===== config.mk =====
export PLATFORM = sky130hd
export DESIGN_NAME = gpi_trigger_action_select
export DESIGN_NICKNAME = d
export VERILOG_FILES = /design/src/hdl/gpi_action_pkg.sv /design/src/hdl/gpi_sync_detect.sv /design/src/hdl/gpi_trigger_action_select.sv
export SDC_FILE = /design/constraint.sdc
export NUM_CORES = 1
export LEC_CHECK = 0
export ABC_AREA = 1
export ABC_CLOCK_PERIOD_IN_PS = 3580
export BUFFER_PORTS_ARGS = -buffer_cell sky130_fd_sc_hd__buf_2
export CAP_MARGIN = 20
export CORE_AREA = 5 5 172 91
export DETAILED_ROUTE_END_ITERATION = 12
export DIE_AREA = 0 0 177 96
export PLACE_DENSITY = 0.7
export RECOVER_POWER = 25
export SETUP_SLACK_MARGIN = 0.05
export SYNTH_ARGS = -nofsm -noshare
export SYNTH_HDL_FRONTEND = slang
export SYNTH_SLANG_ARGS = --single-unit

===== constraint.sdc =====
create_clock -name clk_sys -period 3.58 [get_ports clk_sys]
set_input_delay 0.716 -clock clk_sys [delete_from_list [all_inputs] [get_ports clk_sys]]
set_output_delay 0.716 -clock clk_sys [all_outputs]
set_load 0.005 [all_outputs]

===== src/hdl/gpi_action_pkg.sv =====
/*
  Constants shared by the GPI trigger and action logic: action codes,
  selection codes, reset selections and fixed sizes.
  Assumes: one system clock, synchronous active-high reset.
*/
package gpi_action_pkg;

  // ----------------------------------------------------------------
  // Sizes
  // ----------------------------------------------------------------
  localparam int NUM_OUT  = 4;            // Video outputs
  localparam int NUM_QUAD = 4;            // Quadrants of the composite
  localparam int NUM_BKGD = 4;            // Background inputs
  localparam int ACT_W    = 4;            // Action code width
  localparam int IDX_W    = 2;            // Output / quadrant / background index
  localparam int SEL_W    = 3;            // Selection code width

  // ----------------------------------------------------------------
  // Action codes
  // ----------------------------------------------------------------
  typedef enum logic [ACT_W-1:0]
  {
    ACT_NONE       = 4'h0,
    ACT_OUT_QUAD   = 4'h1,
    ACT_OUT_BKGD   = 4'h2,
    ACT_OUT_CYCLE  = 4'h3,
    ACT_QUAD_BLACK = 4'h4,
    ACT_QUAD_BKGD  = 4'h5,
    ACT_QUAD_CYCLE = 4'h6,
    ACT_TALLY_1    = 4'h7,
    ACT_TALLY_2    = 4'h8
  } action_t;

  // ----------------------------------------------------------------
  // Selection codes: 0..3 pick a background, 4 is the special entry
  // (composite view for an output, black for a quadrant)
  // ----------------------------------------------------------------
  localparam logic [SEL_W-1:0] SEL_BKGD_A  = 3'h0;
  localparam logic [SEL_W-1:0] SEL_BKGD_B  = 3'h1;
  localparam logic [SEL_W-1:0] SEL_SPECIAL = 3'h4;
  localparam logic [SEL_W-1:0] SEL_LAST    = 3'h4;
  localparam logic [SEL_W-1:0] SEL_FIRST   = 3'h0;

  // ----------------------------------------------------------------
  // Reset values
  // ----------------------------------------------------------------
  // Outputs 1,2 composite, output 3 background A, output 4 background B
  localparam logic [NUM_OUT-1:0][SEL_W-1:0] OUT_SEL_RST =
    {SEL_BKGD_B, SEL_BKGD_A, SEL_SPECIAL, SEL_SPECIAL};
  // Quadrant n shows background n
  localparam logic [NUM_QUAD-1:0][SEL_W-1:0] QUAD_SEL_RST = {3'h3, 3'h2, 3'h1, 3'h0};
  // Synchroniser level after reset: idle-high input line
  localparam logic GPI_IDLE_RST = 1'h1;

endpackage


===== src/hdl/gpi_sync_detect.sv =====
/*
  One GPI input: two-stage synchroniser, previous-sample register and
  polarity-aware active level and active-edge detection.
  Assumes: input asynchronous to clk_sys, held two periods per level.
*/
`timescale 1ns/1ps

module gpi_sync_detect
  import gpi_action_pkg::*;
(
  input  wire logic clk_sys,      // System clock
  input  wire logic rst,          // Synchronous reset
  input  wire logic gpiPin,       // Raw GPI line
  input  wire logic polHigh,      // 1: high/rising, 0: low/falling
  output logic      activeLvl,    // Line sits at its active level
  output logic      activeEdge    // One-cycle pulse on active transition
);

  // ----------------------------------------------------------------
  // Synchroniser and history
  // ----------------------------------------------------------------
  logic syncA_r;                  // First stage, read only by syncB_r
  logic syncB_r;                  // Second stage, the current sample
  logic prev_r;                   // Previous synchronised sample

  // Two-stage synchroniser then one sample of history
  always_ff @(posedge clk_sys)
  begin
    if (rst)
    begin
      syncA_r <= GPI_IDLE_RST;
      syncB_r <= GPI_IDLE_RST;
      prev_r  <= GPI_IDLE_RST;
    end
    else
    begin
      syncA_r <= gpiPin;
      syncB_r <= syncA_r;
      prev_r  <= syncB_r;
    end
  end

  // ----------------------------------------------------------------
  // Detection
  // ----------------------------------------------------------------
  // active level follows polarity
  assign activeLvl  = polHigh ? syncB_r : ~syncB_r;
  // edge from current versus previous sample
  assign activeEdge = polHigh ? (syncB_r & ~prev_r) : (~syncB_r & prev_r);

endmodule


===== src/hdl/gpi_trigger_action_select.sv =====
/*
  GPI trigger and action selection for a four-source multiviewer.
  Each GPI has an action, a target output or quadrant, a background
  choice, a trigger mode and a polarity; triggers steer the output
  selections, the quadrant selections and the on-screen tallies.
  Assumes: settings are static plain ports, GPI lines are driven by
  external control equipment, one clock, synchronous reset.
*/
`timescale 1ns/1ps

module gpi_trigger_action_select
  import gpi_action_pkg::*;
#(
  parameter int NUM_GPI = 4                                 // Number of GPI lines
)
(
  input  wire logic                               clk_sys,      // System clock
  input  wire logic                               rst,          // Synchronous reset
  input  wire logic [NUM_GPI-1:0]                 gpiIn,        // GPI lines
  input  wire logic [NUM_GPI-1:0][ACT_W-1:0]      gpiAction,    // Action per GPI
  input  wire logic [NUM_GPI-1:0][IDX_W-1:0]      gpiTarget,    // Output or quadrant
  input  wire logic [NUM_GPI-1:0][IDX_W-1:0]      gpiBkgd,      // Background choice
  input  wire logic [NUM_GPI-1:0]                 gpiLevelMode, // 1: level, 0: edge
  input  wire logic [NUM_GPI-1:0]                 gpiPolHigh,   // 1: high/rising
  output logic      [NUM_OUT-1:0][SEL_W-1:0]      outputSel,    // Per-output selection
  output logic      [NUM_QUAD-1:0][SEL_W-1:0]     quadSel,      // Per-quadrant selection
  output logic      [NUM_BKGD-1:0]                tally1,       // First tally per input
  output logic      [NUM_BKGD-1:0]                tally2,       // Second tally per input
  output logic      [NUM_GPI-1:0]                 gpiActive     // Synchronised active level
);

  // ----------------------------------------------------------------
  // Helpers
  // ----------------------------------------------------------------
  // Next entry of a cycle: backgrounds A..D, then the special entry
  function automatic logic [SEL_W-1:0] nextSel(input logic [SEL_W-1:0] cur);
    logic [SEL_W-1:0] res;
    res = SEL_FIRST;
    // step from current, wrap last to first
    if (cur < SEL_LAST)
    begin
      res = cur + 3'h1;
    end
    return res;
  endfunction

  // Background index widened to a selection code
  function automatic logic [SEL_W-1:0] bkgdSel(input logic [IDX_W-1:0] idx);
    return {1'b0, idx};
  endfunction

  // ----------------------------------------------------------------
  // Per-GPI detection
  // ----------------------------------------------------------------
  logic [NUM_GPI-1:0] edgeHit;    // Active transition, one cycle
  logic [NUM_GPI-1:0] doSet;      // Apply a set-style action this cycle

  genvar g;
  generate
    for (g = 0; g < NUM_GPI; g++)
    begin : gen_gpi
      // One synchroniser and detector per line
      gpi_sync_detect u_det
      (
        .clk_sys    (clk_sys),
        .rst        (rst),
        .gpiPin     (gpiIn[g]),
        .polHigh    (gpiPolHigh[g]),
        .activeLvl  (gpiActive[g]),
        .activeEdge (edgeHit[g])
      );
      // edge acts once, level acts while held
      assign doSet[g] = gpiLevelMode[g] ? gpiActive[g] : edgeHit[g];
    end
  endgenerate

  // ----------------------------------------------------------------
  // Output selections
  // ----------------------------------------------------------------
  // Higher-numbered GPI wins when two act on one output in a cycle
  always_ff @(posedge clk_sys)
  begin
    if (rst)
    begin
      // cycle positions start at their reset entry
      outputSel <= OUT_SEL_RST;
    end
    else
    begin
      for (int i = 0; i < NUM_GPI; i++)
      begin
        unique case (gpiAction[i])
          ACT_OUT_QUAD:
          begin
            if (doSet[i])
            begin
              outputSel[gpiTarget[i]] <= SEL_SPECIAL;
            end
          end
          ACT_OUT_BKGD:
          begin
            if (doSet[i])
            begin
              outputSel[gpiTarget[i]] <= bkgdSel(gpiBkgd[i]);
            end
          end
          ACT_OUT_CYCLE:
          begin
            if (edgeHit[i])
            begin
              outputSel[gpiTarget[i]] <= nextSel(outputSel[gpiTarget[i]]);
            end
          end
          // none and other actions leave outputs alone
          default:
          begin
          end
        endcase
      end
    end
  end

  // ----------------------------------------------------------------
  // Quadrant selections
  // ----------------------------------------------------------------
  // Same priority as the outputs: higher-numbered GPI wins
  always_ff @(posedge clk_sys)
  begin
    if (rst)
    begin
      quadSel <= QUAD_SEL_RST;
    end
    else
    begin
      for (int i = 0; i < NUM_GPI; i++)
      begin
        unique case (gpiAction[i])
          ACT_QUAD_BLACK:
          begin
            if (doSet[i])
            begin
              quadSel[gpiTarget[i]] <= SEL_SPECIAL;
            end
          end
          ACT_QUAD_BKGD:
          begin
            if (doSet[i])
            begin
              quadSel[gpiTarget[i]] <= bkgdSel(gpiBkgd[i]);
            end
          end
          ACT_QUAD_CYCLE:
          begin
            if (edgeHit[i])
            begin
              quadSel[gpiTarget[i]] <= nextSel(quadSel[gpiTarget[i]]);
            end
          end
          // none and other actions leave quadrants alone
          default:
          begin
          end
        endcase
      end
    end
  end

  // ----------------------------------------------------------------
  // Tallies
  // ----------------------------------------------------------------
  // Level mode: tally follows the active level; edge mode: toggles
  always_ff @(posedge clk_sys)
  begin
    if (rst)
    begin
      tally1 <= '0;
      tally2 <= '0;
    end
    else
    begin
      for (int i = 0; i < NUM_GPI; i++)
      begin
        unique case (gpiAction[i])
          ACT_TALLY_1:
          begin
            if (gpiLevelMode[i])
            begin
              tally1[gpiBkgd[i]] <= gpiActive[i];
            end
            else if (edgeHit[i])
            begin
              tally1[gpiBkgd[i]] <= ~tally1[gpiBkgd[i]];
            end
          end
          ACT_TALLY_2:
          begin
            if (gpiLevelMode[i])
            begin
              tally2[gpiBkgd[i]] <= gpiActive[i];
            end
            else if (edgeHit[i])
            begin
              tally2[gpiBkgd[i]] <= ~tally2[gpiBkgd[i]];
            end
          end
          default:
          begin
          end
        endcase
      end
    end
  end

endmodule


* After elaboration in Yosys (flattened, before gate mapping)
Index checks and enable logic that the tools add are counted.
W data, S select, Z words.
** Storage, ports and cells
- Flip-flop bits (word level) :: 44
- Output and inout bits :: 36
- Word-level logic and storage cells :: 330
** Cells by class
- Add/sub/neg operators :: 8
- $lt $le $gt $ge :: 24
- Eq/ne operators :: 32
- Mux-type cells :: 192
- Bitwise logic cells :: 44
- Reductions and logical operators :: 8
** Operators with widths (number)
- $mux W12 :: 30
- $pmux W12 S3 :: 8
- $bwmux W12 :: 16
- $mux W3 :: 44
- $mux W4 :: 30
- $and A8 B8 Y8 :: 8
- $bwmux W4 :: 16
- $eq A4 B3 Y1 const B :: 16
- $bmux W3 S2 :: 8
- $eq A4 B2 Y1 const B :: 8
- $not A8 Y8 :: 4
- $or A4 B4 Y4 :: 8
- $add A3 B1 Y3 const B :: 8
- $demux W3 S2 :: 4
- $lt A2 B3 Y1 const B :: 8
- $lt A3 B3 Y1 const B :: 8
- $mux W1 :: 24
- $bmux W1 S2 :: 8
- $eq A4 B1 Y1 const B :: 4
- $eq A4 B4 Y1 const B :: 4
- $ge A2 B1 Y1 const B :: 8
- $not A1 Y1 :: 16
- $and A1 B1 Y1 :: 8
- $demux W1 S2 :: 4
- $logic_and A1 B1 Y1 :: 8

* Depth between registers and ports, before layout
- Depth after elaboration :: 23
- Depth in mapped cells :: 20
- Gate-level depth less buffers :: 20

* By module
A second synthesis with hierarchy kept.
** Second synthesis, totals
- Cell total of the unflattened synthesis :: 1249
- Area total of the unflattened synthesis :: 6657.6 sq um
** By module, submodules not included
- gpi_trigger_action_select :: instances 1, cells each 1201, area an instance 6227.2 sq um, sequential area each 640.6 sq um
- gpi_sync_detect :: instances 4, cells each 12, area an instance 107.6 sq um, sequential area each 60.1 sq um

* Worst setup path after synthesis
OpenSTA, ideal clock, no wires.
- Kind :: input-to-reg
- From :: input port gpiTarget[0] (netlist name)
- To :: register quadSel[8] (netlist name)
- Library setup time :: 70 ps
- Data arrival time :: 2350 ps
- Data required time :: 3510 ps
- Path slack :: 1160 ps
- Cell stages on the path :: 16
- Cell sequence :: nor2_1 inv_2 o22ai_1 a21oi_1 o21a_1 inv_1 ha_1 nor3b_1 a22oi_1 o21ai_1 nand2_1 nand2_1 nand2_1 nand2_1 nand2_1 a21oi_1
** Between the ends
- Cells in the longest elaborated chain, start to end :: 22
- Elaborated cells between the ends (all ways) :: 44
- Those cells by class :: add/sub (1); order compare (3); mux (35); bitwise (4); reduce/logical (1)
** RTL lines
- start: declaration :: line gpi_trigger_action_select.sv:21 : input wire logic [NUM_GPI-1:0][IDX_W-1:0] gpiTarget,
- $bmux W3 S2 :: line gpi_trigger_action_select.sv:156 : quadSel[gpiTarget[i]] <= nextSel(quadSel[gpiTarget[i]]);
- $mux W3 (implied by the code) :: line gpi_trigger_action_select.sv:156
- $add A3 B1 Y3 / $lt A3 B3 Y1 (equally long branches) :: line gpi_trigger_action_select.sv:42, gpi_trigger_action_select.sv:40
- $mux W3 :: line gpi_trigger_action_select.sv:40 : if (cur < SEL_LAST)
- $mux W3 :: line gpi_trigger_action_select.sv:154 : if (edgeHit[i])
- $mux W3 :: line gpi_trigger_action_select.sv:137 : unique case (gpiAction[i])
- $mux W3 :: line gpi_trigger_action_select.sv:129 : if (rst)
- $bwmux W12 :: line gpi_trigger_action_select.sv:156
- (+6 left out)
- $mux W12 (*) :: line gpi_trigger_action_select.sv:129
- $bwmux W12, or another cell as far along :: line gpi_trigger_action_select.sv:156
- $mux W12, on equally long branches :: line gpi_trigger_action_select.sv:154, gpi_trigger_action_select.sv:140, gpi_trigger_action_select.sv:147
- $pmux W12 S3 (*) :: line gpi_trigger_action_select.sv:137
- $mux W12 (*) :: line gpi_trigger_action_select.sv:129
- $bwmux W12, or another cell as far along :: line gpi_trigger_action_select.sv:156
- $mux W12, on equally long branches :: line gpi_trigger_action_select.sv:154, gpi_trigger_action_select.sv:140, gpi_trigger_action_select.sv:147
- $pmux W12 S3 (*) :: line gpi_trigger_action_select.sv:137
- end signal: indexed assignment :: line gpi_trigger_action_select.sv:149 : quadSel[gpiTarget[i]] <= bkgdSel(gpiBkgd[i]);
- end signal: indexed assignment :: line gpi_trigger_action_select.sv:156
- end: declaration :: line gpi_trigger_action_select.sv:26 : output logic [NUM_QUAD-1:0][SEL_W-1:0] quadSel,
Mark *: on every way between the ends. The rest lies on a longest branch, timed or not. The select of a mux whose other input is x is not followed.
A chain may end at the register's enable or synchronous reset.

* Final worst setup path
- From :: input port gpiTarget[0] (netlist name)
- To :: register quadSel[11] (netlist name)
The elaborated chain is that of the path after synthesis.

==> metrics.md <==
| Metric | Value |
|---|---|
| Hold Path Depth | `1` |
| Sw power | `0.768 mW` |
| Worst path max stage delay | `0.59 ns` |
| Buffers & Inverters on Critical Path | `3` |
| FF+latch count, synth | `44` |
| Num CTS Buffers | `5` |
| # Max-Cap Violations | `1` |
| Root buf cell | `clkbuf_16` |
| Skew-Pair Late Insertion Delay | `0.29 ns` |
| CP delay by family, top | `simple AND/OR/NAND/NOR gates` |
| Vias in the first global route | `7982` |
| Die height | `96 um` |
| Slowest CP cell | `nor3b_1` |
| Fmax | `0.328 GHz` |
| Total die area | `17000 sq um` |
| Relative slew slack | `-0.0951` |
| Seq/Total Area, Yosys | `0.128` |
| Gpl congestion | `1.13` |
| Max FO, Critical Path | `6` |
| Die Width | `177 um` |
| Core ar. | `14000 sq um` |
| Starting Density | `0.489` |
| P_leak | `3.28 nW` |
| PD cells | `231 nW/um^2` |
| Syn-to-layout area delta | `10.4%` |
| Via density | `6.33` |
| RSZ-0062 raised after global routing | `no` |
| Crit. End Element | `flip-flop` |
| Post-DRT Antenna Nets | `0` |
| Average wire per standard cell | `21.5 um` |
| Clk pin slew, worst setup/hold paths | `0.07 ns` |
| Ant diodes | `0` |
| Final worst slack | `0.533 ns` |
| Initial antenna violation count | `0` |
| Hold_buf cts | `0` |
| Setup-failing EPs final | `0` |
| # resized after CTS | `0` |
| Netlist cell types | `46` |
| Syn Inst Count | `1215` |
| Pre-CTS setup slack | `0.351 ns` |
| Post-Syn Nets | `1269` |
| Failing checks | `max-capacitance violations, max-slew violations` |
| Setup TNS | `0 ns` |
| GR Overflow Total | `0` |
| Levels on crit path | `17` |
| Total GRT Usage | `0.362` |
| CTS tree | `built` |
| Critical path data arrival time | `3.25 ns` |
| Post-synth EDFFs | `0` |
| Final Hold Vio Count | `0` |
| Combinational share of power | `0.405` |
| Skew final | `0.00856 ns` |
| Worst path cell trace | `buf_2, nor2_1, inv_2, o22ai_1, a21oi_1, o21a_1, inv_1, ha_1, nor3b_1, a22oi_1, o21ai_1, nand2_1, nand2_1, nand2_1, nand2_1, nand2_1, a21oi_1` |
| Sink Count | `44` |
| Status | `finished, violations left` |
| Port Buffer Count | `81` |
| Syn Std Cell Area | `6870 sq um` |
| Clk network pwr share | `0.278` |
| Reg2reg path depth | `15` |
| Initial detailed-routing violation count | `1608` |
| Largest net degree at the start of global routing | `38` |
| Clk buf depth | `2` |
| Worst VDD drop | `0.206 mV` |
| DRT Pass-1 Iters | `8` |
| Net switching fraction of the power | `0.439` |
| Synth warnings | `0` |
| Internal power | `0.984 mW` |
| Post-CTS setup buffers | `0` |
| Hold Crit Class | `flip-flop to flip-flop` |
| Via count | `9394` |
| Crit path top cell by count | `nand2_1` |
| Part of the power in registers | `0.318` |
| Syn_area_per_cell | `5.65 sq um` |
| HPWL after detailed placement | `26300 um` |
| H-tree levels | `2` |
| Num ports | `82` |
| Final WL | `31900 um` |
| Period utilisation layout | `0.851` |
| Row cnt | `31` |
| # nets final | `1340` |
| Number of fill cells in the layout | `1473` |
| WS Path Type | `input port to flip-flop` |
| CP Data Required Time | `3.79 ns` |
| Share of post-route cells with drive strength above 1 | `0.156` |
| First-pass GRT wire length | `47100 um` |
| Top_reg_cell synth | `dfxtp_1` |
| Max-slew violations | `38` |
| Slew @ Worst Pin | `1.64 ns` |
| Startpoint types | `input port` |
| Clock period minus worst slack | `3.05 ns` |
| Residual DRC | `0` |
| Synth async-reset ratio | `0` |
[routing by layer]
metal | vias to the layer above | wire (um) | GRT usage
li1 | 4334 | - | -
met1 | 4218 | 14600 | 0.560
met2 | 766 | 10600 | 0.425
met3 | 74 | 6180 | 0.193
met4 | 2 | 508 | 0.0450
met5 | - | 63 | 0.0298
[Yosys cell counts (5+ instances only)]
cell      count  share of area
a21oi_1      67          0.049
inv_1       145          0.079
nand3_1      74          0.054
o21ai_0      41          0.030
nor2_2       20          0.018
o221ai_1     24          0.031
nand2_1     310           0.17
buf_2         6         0.0044
or2_2        11          0.010
nand2_2       7         0.0064
dfxtp_1      44           0.13
nor2_4       13          0.021
ha_1          8          0.015
o21ai_1      26          0.019
nor2_1      138          0.075
inv_2        46          0.025
o22ai_1      20          0.018
clkbuf_1      8         0.0044
a21boi_1     10          0.011
nor3_2        5         0.0073
a32oi_1      34          0.043
buf_4         7         0.0077
nor3_1        9         0.0066
a22o_1        5         0.0064
a22oi_1      44          0.048
a32o_1        9          0.013
o211ai_1     38          0.042
o31ai_1       5         0.0055
[through the flow]
| step | hold WS [ns] | utilization | power (mW) | cells | cell area [sq um] |
|---|---|---|---|---|---|
| floorplan | 0.389 | - | 0.989 | 1215 | 6870 |
| global placement | 0.391 | 0.529 | 1.23 | 1477 | 7430 |
| detailed placement | 0.395 | 0.529 | 1.23 | 1477 | 7430 |
| CTS | 0.410 | 0.540 | 1.70 | 1485 | 7580 |
| global route | 0.427 | 0.540 | 1.83 | 1485 | 7580 |
| finish | 0.408 | 0.540 | 1.75 | 1485 | 7580 |
[worst paths after layout]
check	startpoint	slack, ns	to
setup / recovery	gpiTarget[0]	0.53	quadSel[11]
hold reg to reg	gen_gpi[1].u_det.syncA_r	0.41	gen_gpi[1].u_det.syncB_r
hold / removal	gen_gpi[1].u_det.syncA_r	0.41	gen_gpi[1].u_det.syncB_r
setup reg to reg	quadSel[3]	0.73	quadSel[11]
[power by group through the flow]
stage          registers, mW  clock network [mW]  logic, mW
2_1_floorplan          0.541                   0      0.449
3_3_place_gp           0.562                   0      0.672
3_5_place_dp           0.561                   0      0.670
4_1_cts                0.550               0.481      0.673
5_1_grt                0.556               0.504      0.767
6_report               0.556               0.487      0.709
[layout make-up]
type	count	area [sq um]	area share
Inverter	195	732	0.0966
Sequential cell	44	881	0.116
Clock buffer	6	139	0.0183
Multi-Input combinational cell	953	5120	0.675
Tap cell	198	248	0.0327
Clock inverter	2	15.0	0.00198
Timing Repair Buffer	87	445	0.0588
[placed cells by master (no fill, tap or decap), types with 10 or more instances in the layout]
master      n
a21boi_1   10
a21oi_1    67
a22oi_1    44
a32oi_1    34
buf_2      77
dfxtp_1    44
inv_1     145
inv_2      46
nand2_1   310
nand3_1    74
nor2_1    138
nor2_2     20
nor2_4     13
o211ai_1   38
o21ai_0    41
o21ai_1    26
o221ai_1   24
o22ai_1    20
or2_2      11
[state kept, by name, summed over array words and instances (netlist names)]
name                   cells
outputSel                 12
quadSel                   12
gen_gpi.u_det.prev_r       4
gen_gpi.u_det.syncA_r      4
gen_gpi.u_det.syncB_r      4
tally1                     4
tally2                     4
[cell families after synthesis]
| group | share of synthesized area |
|---|---|
| AOI/OAI and AO/OA | 0.337 |
| adders and majority gates | 0.0146 |
| buffers and inverters | 0.126 |
| DFF | 0.128 |
| and+or+nand+nor | 0.394 |
No activity file was read; power rests on OpenSTA's default activity.
